**src/design/gfs_pkg.sv**
```systemverilog
package gfs_pkg;

    // Bus geometry.
    localparam int ADDR_W = 17;
    localparam int DATA_W = 32;
    localparam int NUM_GPIO = 10;

    // Register indices; byte address is four times the index.
    localparam logic [ADDR_W-1:0] SETUP_IDX  = 17'h000b6;
    localparam logic [ADDR_W-1:0] TEST_IDX   = 17'h04017;
    localparam logic [ADDR_W-1:0] POLAR_IDX  = 17'h04018;
    localparam logic [ADDR_W-1:0] STATUS_IDX = 17'h04019;

    // Setup register fields.
    localparam int SET_SEREN   = 0;
    localparam int SET_SERMODE = 1;
    localparam int SET_REFEN   = 2;
    localparam int SET_CLKEN   = 3;
    localparam int SET_CLKOUT0 = 4;
    localparam int SET_CLKOUT1 = 5;
    localparam int SET_EDGE0   = 6;
    localparam int SET_EDGE1   = 7;

    // Test register fields.
    localparam int TST_IND_LSB = 0;
    localparam int TST_FS_LSB  = 4;

    // Polarity register fields.
    localparam int POL_IRQ0 = 0;
    localparam int POL_IRQ1 = 1;

    // Status register fields.
    localparam int STS_CLK_IDLE = 0;
    localparam int STS_PU_OFF   = 1;
    localparam int STS_SCAN     = 2;

    // Values after reset.
    localparam logic [7:0] SETUP_RST = 8'h00;
    localparam logic [6:0] TEST_RST  = 7'h0f;
    localparam logic [1:0] POLAR_RST = 2'h0;

    // Pin positions with fixed special roles.
    localparam int PIN_CLK_A = 4;
    localparam int PIN_CLK_B = 6;
    localparam int PIN_REF   = 3;

    // Answer codes.
    localparam logic [1:0] RESP_OKAY   = 2'h0;
    localparam logic [1:0] RESP_SLVERR = 2'h2;

endpackage

```
**src/design/gfs_pin_mux.sv**
```systemverilog
`timescale 1ns/1ns
`default_nettype none
// Operation
// - Edge bit of irq one clear: single chosen-polarity edge; set: any edge.
// - Edge bit of irq zero clear: single chosen-polarity edge; set: both edges.
// - Invert selected interrupt source when its polarity bit is one.
// - Clock pin select bit zero makes GPIO4 clock out, bit one GPIO6.
// - A set clock pin select outranks port and serial use of the pin.
// - Clock enable only gates the waveform, never configures a pin.
// - Clearing clock enable finishes the current period, then holds zero.
// - Reference enable forces GPIO3 to an input carrying the reference clock.
// - Reference enable bypasses SPI use of GPIO3.
// - Serial mode bit is ignored unless serial enable is one.
// - Mode zero gives GPIO3..0 to SPI, mode one gives GPIO2..1 to I2C.
// - Three-wire SPI uses only GPIO3..1 and leaves GPIO0 free.
// - Latched pull-up-off turns off pull-ups on GPIO1 and GPIO2.
// - Serial enable gives selected pins priority over port data and direction.
// - Test force/sense field reads out as zero in scan mode.
// - Test pin index selects GPIO by number and resets to all ones.
// - Test index decodes one-hot; all outputs zero in scan mode.
// - Index values zero to nine select GPIO0 to GPIO9.
module gfs_pin_mux #(
    parameter int NG = gfs_pkg::NUM_GPIO
) (
    // Clock and reset.
    input  wire logic                       aclk,
    input  wire logic                       aresetn,
    // Register bus.
    input  wire logic                       s_axi_awvalid,
    output logic                            s_axi_awready,
    input  wire logic [gfs_pkg::ADDR_W-1:0] s_axi_awaddr,
    input  wire logic [2:0]                 s_axi_awprot,
    input  wire logic                       s_axi_wvalid,
    output logic                            s_axi_wready,
    input  wire logic [gfs_pkg::DATA_W-1:0] s_axi_wdata,
    input  wire logic [3:0]                 s_axi_wstrb,
    output logic                            s_axi_bvalid,
    input  wire logic                       s_axi_bready,
    output logic [1:0]                      s_axi_bresp,
    input  wire logic                       s_axi_arvalid,
    output logic                            s_axi_arready,
    input  wire logic [gfs_pkg::ADDR_W-1:0] s_axi_araddr,
    input  wire logic [2:0]                 s_axi_arprot,
    output logic                            s_axi_rvalid,
    input  wire logic                       s_axi_rready,
    output logic [gfs_pkg::DATA_W-1:0]      s_axi_rdata,
    output logic [1:0]                      s_axi_rresp,
    // Pads.
    input  wire logic [NG-1:0]              gpio_i,
    output logic [NG-1:0]                   gpio_o,
    output logic [NG-1:0]                   gpio_oe,
    output logic [NG-1:0]                   pullup_off,
    input  wire logic                       pad_pullup_off,
    input  wire logic                       scan_mode,
    // Ordinary port control.
    input  wire logic [NG-1:0]              port_data_reg,
    input  wire logic [NG-1:0]              port_direction_reg,
    // Serial engines.
    input  wire logic                       spi_three_wire,
    input  wire logic [3:0]                 spi_o,
    input  wire logic [3:0]                 spi_oe,
    output logic [3:0]                      spi_i,
    input  wire logic [2:1]                 i2c_o,
    input  wire logic [2:1]                 i2c_oe,
    output logic [2:1]                      i2c_i,
    // Clocks.
    input  wire logic                       div_clk,
    output logic                            ref_clk,
    output logic                            ref_clk_en,
    // Interrupt sources and requests.
    input  wire logic                       irq0_src,
    input  wire logic                       irq1_src,
    output logic                            ext_irq_zero,
    output logic                            ext_irq_one,
    // Test selector.
    output logic [2:0]                      test_force_sense,
    output logic [NG-1:0]                   test_pin_sel
);
    import gfs_pkg::*;

    typedef struct packed {
        logic [7:0]        setup;
        logic [6:0]        test;
        logic [1:0]        polar;
        logic              aw_got;
        logic [ADDR_W-1:0] aw_addr;
        logic              w_got;
        logic [7:0]        wdata;
        logic              wlane;
        logic              bvalid;
        logic [1:0]        bresp;
        logic              rvalid;
        logic [7:0]        rdata;
        logic [1:0]        rresp;
        logic [1:0]        irq_s1;
        logic [1:0]        irq_s2;
        logic [1:0]        irq_prev;
        logic [1:0]        irq_pulse;
        logic [NG-1:0]     gi_s1;
        logic [NG-1:0]     gi_s2;
        logic              pu_s1;
        logic              pu_s2;
        logic              scan_s1;
        logic              scan_s2;
        logic              run;
        logic              clk_out;
        logic [NG-1:0]     pin_o;
        logic [NG-1:0]     pin_oe;
    } gfs_state_type;

    gfs_state_type st_ff;
    gfs_state_type nxt_st;

    ////////////////////////////////////////////////////////////////////////////
    // Helpers.

    function automatic logic [ADDR_W-1:0] word_idx(
        input logic [ADDR_W-1:0] a
    );
        word_idx = {2'b00, a[ADDR_W-1:2]};
    endfunction

    function automatic logic edge_hit(
        input logic cur,
        input logic prev,
        input logic any_edge
    );
        edge_hit = any_edge ? (cur ^ prev) : (cur & ~prev);
    endfunction

    ////////////////////////////////////////////////////////////////////////////
    // Next state.

    logic          wr_fire;
    logic          ser_en;
    logic          spi_sel;
    logic          i2c_sel;
    logic [1:0]    irq_lvl;
    logic [NG-1:0] sel_onehot;

    always_comb begin
        nxt_st = st_ff;
        wr_fire = 1'b0;
        // Register bus: address and data taken in either order.
        if (s_axi_awvalid && s_axi_awready) begin
            nxt_st.aw_got = 1'b1;
            nxt_st.aw_addr = word_idx(s_axi_awaddr);
        end
        if (s_axi_wvalid && s_axi_wready) begin
            nxt_st.w_got = 1'b1;
            nxt_st.wdata = s_axi_wdata[7:0];
            nxt_st.wlane = s_axi_wstrb[0];
        end
        if (st_ff.aw_got && st_ff.w_got) begin
            wr_fire = 1'b1;
            nxt_st.aw_got = 1'b0;
            nxt_st.w_got = 1'b0;
            nxt_st.bvalid = 1'b1;
            nxt_st.bresp = RESP_OKAY;
            unique case (st_ff.aw_addr)
                SETUP_IDX: begin
                    if (st_ff.wlane) begin
                        nxt_st.setup = st_ff.wdata;
                    end
                end
                TEST_IDX: begin
                    if (st_ff.wlane) begin
                        nxt_st.test = st_ff.wdata[6:0];
                    end
                end
                POLAR_IDX: begin
                    if (st_ff.wlane) begin
                        nxt_st.polar = st_ff.wdata[1:0];
                    end
                end
                STATUS_IDX: ;
                default: nxt_st.bresp = RESP_SLVERR;
            endcase
        end
        if (st_ff.bvalid && s_axi_bready) begin
            nxt_st.bvalid = 1'b0;
        end
        if (s_axi_arvalid && s_axi_arready) begin
            nxt_st.rvalid = 1'b1;
            nxt_st.rresp = RESP_OKAY;
            nxt_st.rdata = 8'h00;
            unique case (word_idx(s_axi_araddr))
                SETUP_IDX:  nxt_st.rdata = st_ff.setup;
                TEST_IDX:   nxt_st.rdata = {1'b0, st_ff.test};
                POLAR_IDX:  nxt_st.rdata = {6'h00, st_ff.polar};
                STATUS_IDX: nxt_st.rdata = {5'h00, st_ff.scan_s2,
                                            st_ff.pu_s2,
                                            ~st_ff.run & ~st_ff.clk_out};
                default:    nxt_st.rresp = RESP_SLVERR;
            endcase
        end else if (st_ff.rvalid && s_axi_rready) begin
            nxt_st.rvalid = 1'b0;
        end

        // Synchronisers for everything that arrives from the pads.
        nxt_st.irq_s1 = {irq1_src, irq0_src};
        nxt_st.irq_s2 = st_ff.irq_s1;
        nxt_st.gi_s1 = gpio_i;
        nxt_st.gi_s2 = st_ff.gi_s1;
        nxt_st.pu_s1 = pad_pullup_off;
        nxt_st.pu_s2 = st_ff.pu_s1;
        nxt_st.scan_s1 = scan_mode;
        nxt_st.scan_s2 = st_ff.scan_s1;

        // Interrupt edge detection after optional inversion.
        irq_lvl = st_ff.irq_s2 ^ st_ff.polar;
        nxt_st.irq_prev = irq_lvl;
        nxt_st.irq_pulse[0] = edge_hit(irq_lvl[0], st_ff.irq_prev[0],
                                       st_ff.setup[SET_EDGE0]);
        nxt_st.irq_pulse[1] = edge_hit(irq_lvl[1], st_ff.irq_prev[1],
                                       st_ff.setup[SET_EDGE1]);

        // Clock gate: the enable is only sampled while the waveform is low,
        // so a running period always completes before the output parks.
        if (!div_clk) begin
            nxt_st.run = st_ff.setup[SET_CLKEN];
        end
        nxt_st.clk_out = div_clk & nxt_st.run;

        // Pin ownership, lowest priority first.
        ser_en = st_ff.setup[SET_SEREN];
        spi_sel = ser_en & ~st_ff.setup[SET_SERMODE];
        i2c_sel = ser_en & st_ff.setup[SET_SERMODE];
        nxt_st.pin_o = port_data_reg;
        nxt_st.pin_oe = port_direction_reg;
        for (int i = 0; i < 4; i++) begin
            if (spi_sel && !(i == 0 && spi_three_wire)) begin
                nxt_st.pin_o[i] = spi_o[i];
                nxt_st.pin_oe[i] = spi_oe[i];
            end
        end
        for (int i = 1; i < 3; i++) begin
            if (i2c_sel) begin
                nxt_st.pin_o[i] = i2c_o[i];
                nxt_st.pin_oe[i] = i2c_oe[i];
            end
        end
        if (st_ff.setup[SET_REFEN]) begin
            nxt_st.pin_o[PIN_REF] = 1'b0;
            nxt_st.pin_oe[PIN_REF] = 1'b0;
        end
        if (st_ff.setup[SET_CLKOUT0]) begin
            nxt_st.pin_o[PIN_CLK_A] = nxt_st.clk_out;
            nxt_st.pin_oe[PIN_CLK_A] = 1'b1;
        end
        if (st_ff.setup[SET_CLKOUT1]) begin
            nxt_st.pin_o[PIN_CLK_B] = nxt_st.clk_out;
            nxt_st.pin_oe[PIN_CLK_B] = 1'b1;
        end

        if (!aresetn) begin
            nxt_st = '0;
            nxt_st.setup = SETUP_RST;
            nxt_st.test = TEST_RST;
            nxt_st.polar = POLAR_RST;
        end
    end

    always_ff @(posedge aclk) begin
        st_ff <= nxt_st;
    end

    ////////////////////////////////////////////////////////////////////////////
    // Outputs.

    always_comb begin
        sel_onehot = '0;
        for (int i = 0; i < NG; i++) begin
            if (st_ff.test[3:0] == 4'(i)) begin
                sel_onehot[i] = 1'b1;
            end
        end
    end

    assign s_axi_awready = ~st_ff.aw_got & ~st_ff.bvalid;
    assign s_axi_wready = ~st_ff.w_got & ~st_ff.bvalid;
    assign s_axi_bvalid = st_ff.bvalid;
    assign s_axi_bresp = st_ff.bresp;
    assign s_axi_arready = ~st_ff.rvalid;
    assign s_axi_rvalid = st_ff.rvalid;
    assign s_axi_rdata = {24'h000000, st_ff.rdata};
    assign s_axi_rresp = st_ff.rresp;

    assign gpio_o = st_ff.pin_o;
    assign gpio_oe = st_ff.pin_oe;
    assign pullup_off = {{(NG-3){1'b0}}, {2{st_ff.pu_s2}}, 1'b0};
    assign spi_i = st_ff.gi_s2[3:0];
    assign i2c_i = st_ff.gi_s2[2:1];
    assign ref_clk_en = st_ff.setup[SET_REFEN];
    assign ref_clk = st_ff.gi_s2[PIN_REF] & st_ff.setup[SET_REFEN];
    assign ext_irq_zero = st_ff.irq_pulse[0];
    assign ext_irq_one = st_ff.irq_pulse[1];
    assign test_force_sense = st_ff.scan_s2 ? 3'h0 : st_ff.test[6:4];
    assign test_pin_sel = st_ff.scan_s2 ? '0 : sel_onehot;
endmodule
`default_nettype wire

```
**config.mk**
```make
export PLATFORM = sky130hd
export DESIGN_NAME = gfs_pin_mux
export DESIGN_NICKNAME = d
export VERILOG_FILES = /design/src/design/gfs_pkg.sv /design/src/design/gfs_pin_mux.sv
export SDC_FILE = /design/constraint.sdc
export NUM_CORES = 1
export LEC_CHECK = 0
export ABC_AREA = 1
export CORE_UTILIZATION = 45
export CTS_CLUSTER_DIAMETER = 100
export DETAILED_ROUTE_END_ITERATION = 10
export DONT_BUFFER_PORTS = 1
export SKIP_LAST_GASP = 1
export SLEW_MARGIN = 20
export SYNTH_ARGS = -nofsm -noshare
export SYNTH_HDL_FRONTEND = slang
export SYNTH_SLANG_ARGS = --single-unit
export TNS_END_PERCENT = 30
```
**constraint.sdc**
```tcl
create_clock -name aclk -period 3.6 [get_ports aclk]
set_input_delay 0.18 -clock aclk [delete_from_list [all_inputs] [get_ports aclk]]
set_output_delay 0.18 -clock aclk [all_outputs]
set_load 0.1 [all_outputs]
```
==> After elaboration in Yosys (flattened, before gate mapping) <==
Index checks and enable logic that the tools add are counted.
{ "classes": {"n_addsub": 0, "n_mux": 36, "eq_ne": 17, "bitwise": 22, "magnitude_cmp": 0, "multipliers": 0, "div": 0, "n_shift": 0, "n_reduce_logical": 18} }
{ "op_table": {"columns": ["operator", "count"], "rows": [
  ["$eq A15 B15 Y1 const B", 6],
  ["$pmux W8 S4", 1],
  ["$mux W1", 31],
  ["$eq A15 B8 Y1 const B", 2],
  ["$eq A4 B3 Y1 const B", 4],
  ["$mux W10", 1],
  ["$not A1 Y1", 10],
  ["$and A1 B1 Y1", 9],
  ["$reduce_and A3 Y1", 3],
  ["$eq A4 B2 Y1 const B", 2],
  ["$eq A4 B4 Y1 const B", 2],
  ["$reduce_or A4 Y1", 2],
  ["$logic_and A1 B1 Y1", 7],
  ["$reduce_or A2 Y1", 3],
  ["$eq A4 B1 Y1 const B", 1],
  ["$logic_not A4 Y1", 1],
  ["$mux W2", 2],
  ["$mux W3", 1],
  ["$reduce_bool A2 Y1", 1],
  ["$xor A1 B1 Y1", 2],
  ["$xor A2 B2 Y2", 1],
  ["$logic_not A1 Y1", 1]
]} }
{ "totals": {"reg_bits": 99, "n_memories": 0, "output_inout_bits": 94, "ram_bits": 0, "latch_bits": 0, "rom_bits": 0} }

==> Longest topological paths before layout <==
Gate-level depths: netlist of the first run.
{ "depth": {"ltp_word": 4, "depth_mapped": 10} }

==> Least setup slack after synthesis of the first run <==
No wires, ideal clock.
{ "synth_path": {"path_kind": "reg2reg", "from": "reg st_ff (netlist bit s_axi_bvalid)", "to": "reg st_ff[89] (netlist name)", "setup_slack_ns": 0.567, "n_path_buf": 1, "setup_time_ns": 0.116, "required_time_ns": 3.484, "synth_period_minus_slack_ns": 3.033, "path_stages_with_launch": 6, "arrival_ns": 2.917, "cell_sequence": "dfxtp_1 > nor2_1 > nand2_1 > clkbuf_1 > o21ai_0 > nor2_1"} }
{ "synth_via": {"elab_chain_cells": 3} }
{ "synth_lines": {"columns": ["element", "line_no", "rtl"], "rows": [
  ["from (decl)", "gfs_pin_mux.sv:111", "gfs_state_type st_ff;"],
  ["from (signal assigned)", "gfs_pin_mux.sv:265", "st_ff <= nxt_st;"],
  ["$not A1 Y1", "gfs_pin_mux.sv:280", "assign s_axi_awready = ~st_ff.aw_got & ~st_ff.bvalid;"],
  ["$and A1 B1 Y1", "gfs_pin_mux.sv:280", null],
  ["via s_axi_awready", "gfs_pin_mux.sv:30", "output logic s_axi_awready,"],
  ["$logic_and A1 B1 Y1", "gfs_pin_mux.sv:145", "if (s_axi_awvalid && s_axi_awready) begin"]
]} }
The timed path passes the listed nets, and every way through them passes these cells.
A chain may end at the register's enable or synchronous reset.

==> Final worst setup path of the first run <==
{ "layout_path": {"from": "reg st_ff[100] (netlist name)", "to": "out test_pin_sel[4]"} }
{ "layout_via": {"elab_chain_cells": 3} }
{ "layout_lines": {"columns": ["element", "line_no", "rtl"], "rows": [
  ["$eq A4 B3 Y1", "gfs_pin_mux.sv:274", "if (st_ff.test[3:0] == 4'(i)) begin"],
  ["$mux W1", "gfs_pin_mux.sv:274", null],
  ["$mux W10", "gfs_pin_mux.sv:299", "assign test_pin_sel = st_ff.scan_s2 ? '0 : sel_onehot;"],
  ["to (decl)", "gfs_pin_mux.sv:77", "output logic [NG-1:0] test_pin_sel"]
]} }
No other way between the ends.

==> results of run 1 <==
## registers in the layout, indices dropped and copies added (netlist names)
signal,cells
i2c_i,2
ext_irq_one,1
s_axi_rresp,1
s_axi_rvalid,1
pullup_off,1
ref_clk_en,1
st_ff,56
gpio_o,10
s_axi_bvalid,1
ext_irq_zero,1
spi_i,2
s_axi_rdata,8
gpio_oe,10
s_axi_bresp,1
ser_en,1
## cell usage in the layout, fill, tap and decap left out, types with 8 or more instances in the layout
cell / netlist / final
nand3_1: 32 / 32
dfxtp_1: 97 / 94
buf_4: 72 / 8
inv_1: 69 / 69
nor3_1: 8 / 8
a21oi_1: 29 / 29
dlygate4sd3_1: 0 / 39
conb_1: 1 / 34
nor2_1: 96 / 81
nor2_2: 1 / 16
clkbuf_8: 0 / 9
o21ai_0: 45 / 45
nand2_1: 108 / 108
## worst paths after layout
| kind | depth (start not counted) | startpoint | slack, ns | end |
|---|---|---|---|---|
| min reg2reg | 2 | st_ff[37]$_SDFF_PN0_ | 0.41 | i2c_i[1]$_SDFF_PN0_ |
| max reg2reg | 7 | s_axi_bvalid$_SDFFE_PP0P_ | 1.56 | st_ff[86]$_SDFFE_PN0P_ |
| max | 4 | st_ff[100]$_SDFFE_PN1P_ | 1.52 | test_pin_sel[4] |
| min | 2 | s_axi_wdata[2] | 0.02 | st_ff[71]$_SDFFE_PN0P_ |
## power breakdown
group	switching, W	internal (W)	total (W)
clock	0.000379	0.000392	0.000770
sequential	0.000148	0.00113	0.00128
combinational	0.000312	0.0000828	0.000395
## stage by stage
stage,cells,power (W),worst slack [ns],instance area [sq um],hold slack (ns)
floorplan,638,0.00167,0.567,4560,0.278
global placement,688,0.00164,1.60,4220,0.267
detailed placement,688,0.00165,1.54,4220,0.274
CTS,744,0.00246,1.49,4850,0.00484
global route,744,0.00255,1.33,4850,0.00740
finish,744,0.00244,1.52,4850,0.0183
## logic make-up after synthesis
family	Yosys count	share of synthesized area
buffers and inverters	159	0.198
AOI/OAI and AO/OA	83	0.0987
adders and majority gates	2	0.00564
DFF	97	0.438
and+or+nand+nor	263	0.259
other	1	0.000845
## area by class of cell
cell class / count / area, sq um
flip-flops and latches: 97 / 1950
repair buffers: 48 / 478
clock inverters: 7 / 93.8
inverters: 72 / 272
clock buffers: 9 / 124
fillers: 909 / 4560
multi-input cells: 382 / 1780
well taps: 129 / 161
## synth_stat cells, types with 2 or more instances
master	number
nor2_1	96
nand2_1	108
o21ai_1	3
clkbuf_1	12
ha_1	2
nand2_4	2
nand4_1	4
or2_2	2
o21ai_0	45
nor3_4	2
nand3_1	32
a21oi_1	29
dfxtp_1	97
o21a_1	2
nor3_1	8
or2_4	2
buf_4	72
inv_1	69
nor2_4	2
## metal layers
layer  global-route usage  part of all wire
met2                0.302              0.49
met5                    0                 0
met3               0.0483             0.074
met4               0.0624             0.013
met1                0.221              0.42
==> results_dict.tcl, run 1 <==
set metrics [dict create \
    netlist_area_sq_um 4440 \
    rsz0062_at_grt "false" \
    dieArea_sq_um 10300 \
    worstPathArrival_ns 1.90 \
    clk_root_buffer_cell "clkbuf_8" \
    track_usage 0.179 \
    vias 3463 \
    tns_ns 0 \
    cts_setup_buffers 0 \
    cts_resized 0 \
    grt_max_degree 78 \
    antenna_found_initial 0 \
    status "finished, final reports clean" \
    crit_required_ns 3.42 \
    avgSynthCellArea_sq_um 7.34 \
    post_drt_wl_per_cell_um 12.5 \
    num-nets-final 743 \
    hpwl_um 6480 \
    ioPinCount 225 \
    cp_top_family "simple AND/OR/NAND/NOR gates" \
    critPathMaxFanout 4 \
    path_cells "inv_1 > nor2_1 > nand2_1 > nor2_2" \
    cp-end-kind "output port" \
    vdd_ir_drop_max_v 0.000265 \
    final_antenna_net_count 0 \
    criticalPathCategory "reg2out" \
    power_density_nw_per_um2 503 \
    core_sq_um 9420 \
    cts_made_buffers 9 \
    firstDrtPassIters 5 \
    initial_utilization 0.471 \
    slowest_delay_ns 0.85 \
    drv_cap 0 \
    synth_edf_count 0 \
    gp_congestion 0.830 \
    postLayoutCoreUtil 0.515 \
    final_max_slew_viol_count 0 \
    cts_sinks 97 \
    slew_headroom 0.257 \
    post-route-period-util 0.577 \
    fin_skew_ns 0.0113 \
    die_h_um 101 \
    worstHoldPathType "in2reg" \
    yosys-top-cells-area "dfxtp_1 44%, buf_4 12%, nand2_1 9.1%, nor2_1 8.1%, inv_1 5.8%" \
    crit_buf_inv 1 \
    area_growth_syn_to_layout_pct 9.36 \
    netlist_instances 605 \
    fp.dieW_um 101 \
    synth_area_leader_cell "dfxtp_1" \
    async_flop_share 0 \
    wirelength_um 9330 \
    port_buffers 0 \
    ys_warn_count 0 \
    drc_errors 0 \
    dr.first_iter.drc_count 115 \
    cp-start-kind "flip-flop" \
    synth_top_area_share 0.438 \
    cts_tree "done" \
    clk_latency_ns 0.35 \
    h-tree-depth 3 \
    synth_seq_area_share 0.438 \
    drive_gt1_frac 0.101 \
    antenna_cells 0 \
    synth_ff_type "dfxtp_1" \
    fmax_ghz 0.482 \
    clockBufferDepth 2 \
    cts.clk_slew.worst_paths_ns 0.09 \
    period_minus_slack_ns 2.08 \
    vias_per_cell 4.65 \
    ctsHoldBuffers 40 \
    setup_viol 0 \
    ys_types 35 \
    hold_viol_final 0 \
    grt_pass1_vias 3029 \
    p_leak_nw 2.33 \
    cp_slowest_cell "nor2_2" \
    worstMarginPinSlew_ns 1.11 \
    grt_pass1_wl_um 14100 \
    overflow 0 \
    ys_ff_latch 97 \
    placementRows 35 \
]
(Power assumes the default switching activity.)
==> run 2, diff against run 1 <==
==> constraint.sdc (replaced) <==
create_clock -name aclk -period 2.1 [get_ports aclk]
set_input_delay 0.105 -clock aclk [delete_from_list [all_inputs] [get_ports aclk]]
set_output_delay 0.105 -clock aclk [all_outputs]
set_load 0.1 [all_outputs]
==> run 2 against run 1 <==
  * Via count grew 9.0%
  * Final cell count grew 11%
  * Clock power grew 100%
  * Critical endpoint is now gpio_oe[0]$_SDFF_PN0_
  * Largest power group unchanged
==> results_dict.tcl, run 2 (synthesis results as in run 1) <==
set metrics [dict create \
    status "finished, final reports clean" \
    final_cells 825 \
    hold_viol_final 0 \
    ioPinCount 225 \
    worstHoldPathType "in2reg" \
    final_antenna_net_count 0 \
    wirelength_um 9880 \
    clk_root_buffer_cell "clkbuf_8" \
    mostFrequentLayoutCell "nand2_1" \
    cts_made_buffers 9 \
    post_drt_wl_per_cell_um 12.0 \
    grt_max_degree 76 \
    cp-start-kind "flip-flop" \
    use_met2 0.341 \
    firstDrtPassIters 4 \
    port_buffers 0 \
    overflow 0 \
    grt_util_met3 0.0373 \
    num-nets-final 824 \
    path_cells "inv_1 > nor2_4 > inv_1 > or2_4 > o21ai_0 > a21oi_1 > dlygate4sd3_1" \
    cts_setup_buffers 0 \
    setup_viol 0 \
    antenna_found_initial 0 \
    clk_latency_ns 0.35 \
    initial_utilization 0.471 \
    cp_common_cell "inv_1" \
    post-route-period-util 0.930 \
    finalInstanceArea_sq_um 5630 \
    h-tree-depth 3 \
    final_max_slew_viol_count 0 \
    drv_cap 0 \
    cp-end-kind "flip-flop" \
    grtUsageMet1 0.226 \
    hpwl_um 6630 \
    cts_tree "done" \
    worstPathArrival_ns 2.19 \
    placed_area_sq_um 4630 \
    grt_pass1_wl_um 15200 \
    track_usage 0.191 \
    vias 3773 \
    vdd_ir_drop_max_v 0.000624 \
    cp_slowest_cell "dlygate4sd3_1" \
    top_register "st_ff" \
    p_leak_nw 2.75 \
    worstMarginPinSlew_ns 0.636 \
    dieArea_sq_um 10300 \
    fin_skew_ns 0.0151 \
    vias_per_cell 4.57 \
    slew_headroom 0.575 \
    placementRows 35 \
    top_usage_layer "met2" \
    core_sq_um 9420 \
    antenna_cells 0 \
    cp_top_family "buffers and inverters" \
    fmax_ghz 0.512 \
    dr.first_iter.drc_count 146 \
    gp_congestion 0.835 \
    cts_sinks 97 \
    largest_register_ffs 56 \
    critPathMaxFanout 7 \
    final_cell_mix "108 x nand2_1, 91 x dfxtp_1, 81 x nor2_1" \
    power_density_nw_per_um2 803 \
    dp.cells 738 \
    rsz0062_at_grt "false" \
    cts.clk_slew.worst_paths_ns 0.09 \
    clockBufferDepth 2 \
    crit_buf_inv 3 \
    criticalPathCategory "reg2reg" \
    area_growth_syn_to_layout_pct 26.8 \
    die_h_um 101 \
    drc_errors 0 \
    fp.dieW_um 101 \
    crit_required_ns 2.34 \
    period_minus_slack_ns 1.95 \
    drive_gt1_frac 0.167 \
    grt_pass1_vias 3367 \
    slowest_delay_ns 0.55 \
]
[run 2: where the power goes]
group | total (W) | switching (W) | leakage, nW | internal [W]
logic | 0.000968 | 0.000751 | 1.82 | 0.000217
clock network | 0.00156 | 0.000647 | 0.130 | 0.000914
registers | 0.00199 | 0.0000562 | 0.800 | 0.00193
total | 0.00452 | 0.00145 | 2.75 | 0.00306
[run 2: worst register-to-register path: stages, from the launching register on]
cell and delay (ns):
dfxtp_2 0.41, inv_1 0.14, nor2_4 0.17, inv_1 0.12, or2_4 0.25, o21ai_0 0.16
a21oi_1 0.06, dlygate4sd3_1 0.55
[run 2: cell type report]
type | instances | area, sq um
sequential | 97 | 1950
clock inverter | 7 | 141
tap | 129 | 161
fill | 860 | 3790
multi-input combinational | 382 | 1790
inverter | 72 | 275
timing repair buffer | 129 | 1190
clock buffer | 9 | 124
[run 2: final timing paths]
path / start / end / slack [ns] / cells past startpoint
setup / recovery: ser_en$_SDFFE_PN0P_ / gpio_oe[0]$_SDFF_PN0_ / 0.15 / 7
hold / removal: aresetn / st_ff[21]$_SDFF_PN0_ / 0.02 / 2
setup reg to reg: ser_en$_SDFFE_PN0P_ / gpio_oe[0]$_SDFF_PN0_ / 0.15 / 7
hold reg to reg: st_ff[38]$_SDFF_PN0_ / i2c_i[2]$_SDFF_PN0_ / 0.41 / 2
[run 2: metrics by stage]
stage	utilization	setup WS, ns	hold slack (ns)	total power, W	TNS (ns)
2_1_floorplan	-	-0.0608	0.197	0.00287	-0.340
3_5_place_dp	0.492	0.544	0.197	0.00287	0
3_3_place_gp	0.492	0.558	0.194	0.00286	0
4_1_cts	0.598	0.0191	0.00895	0.00456	0
5_1_grt	0.598	0.0397	0.0176	0.00472	0
6_report	0.598	0.148	0.0171	0.00452	0
[run 2: repair_timing]
action	CTS	global route
resized for setup	0	1
endpoints found under the setup margin	0	1
endpoints found under the hold margin	87	0
hold buffers	71	0
[run 2: layer usage]
layer | vias to the layer above | wire (um) | share of wire
met2 | 137 | 4870 | 0.49
li1 | 1952 | - | -
met4 | 0 | 117 | 0.012
met3 | 10 | 688 | 0.070
met5 | - | 0 | 0
met1 | 1674 | 4210 | 0.43
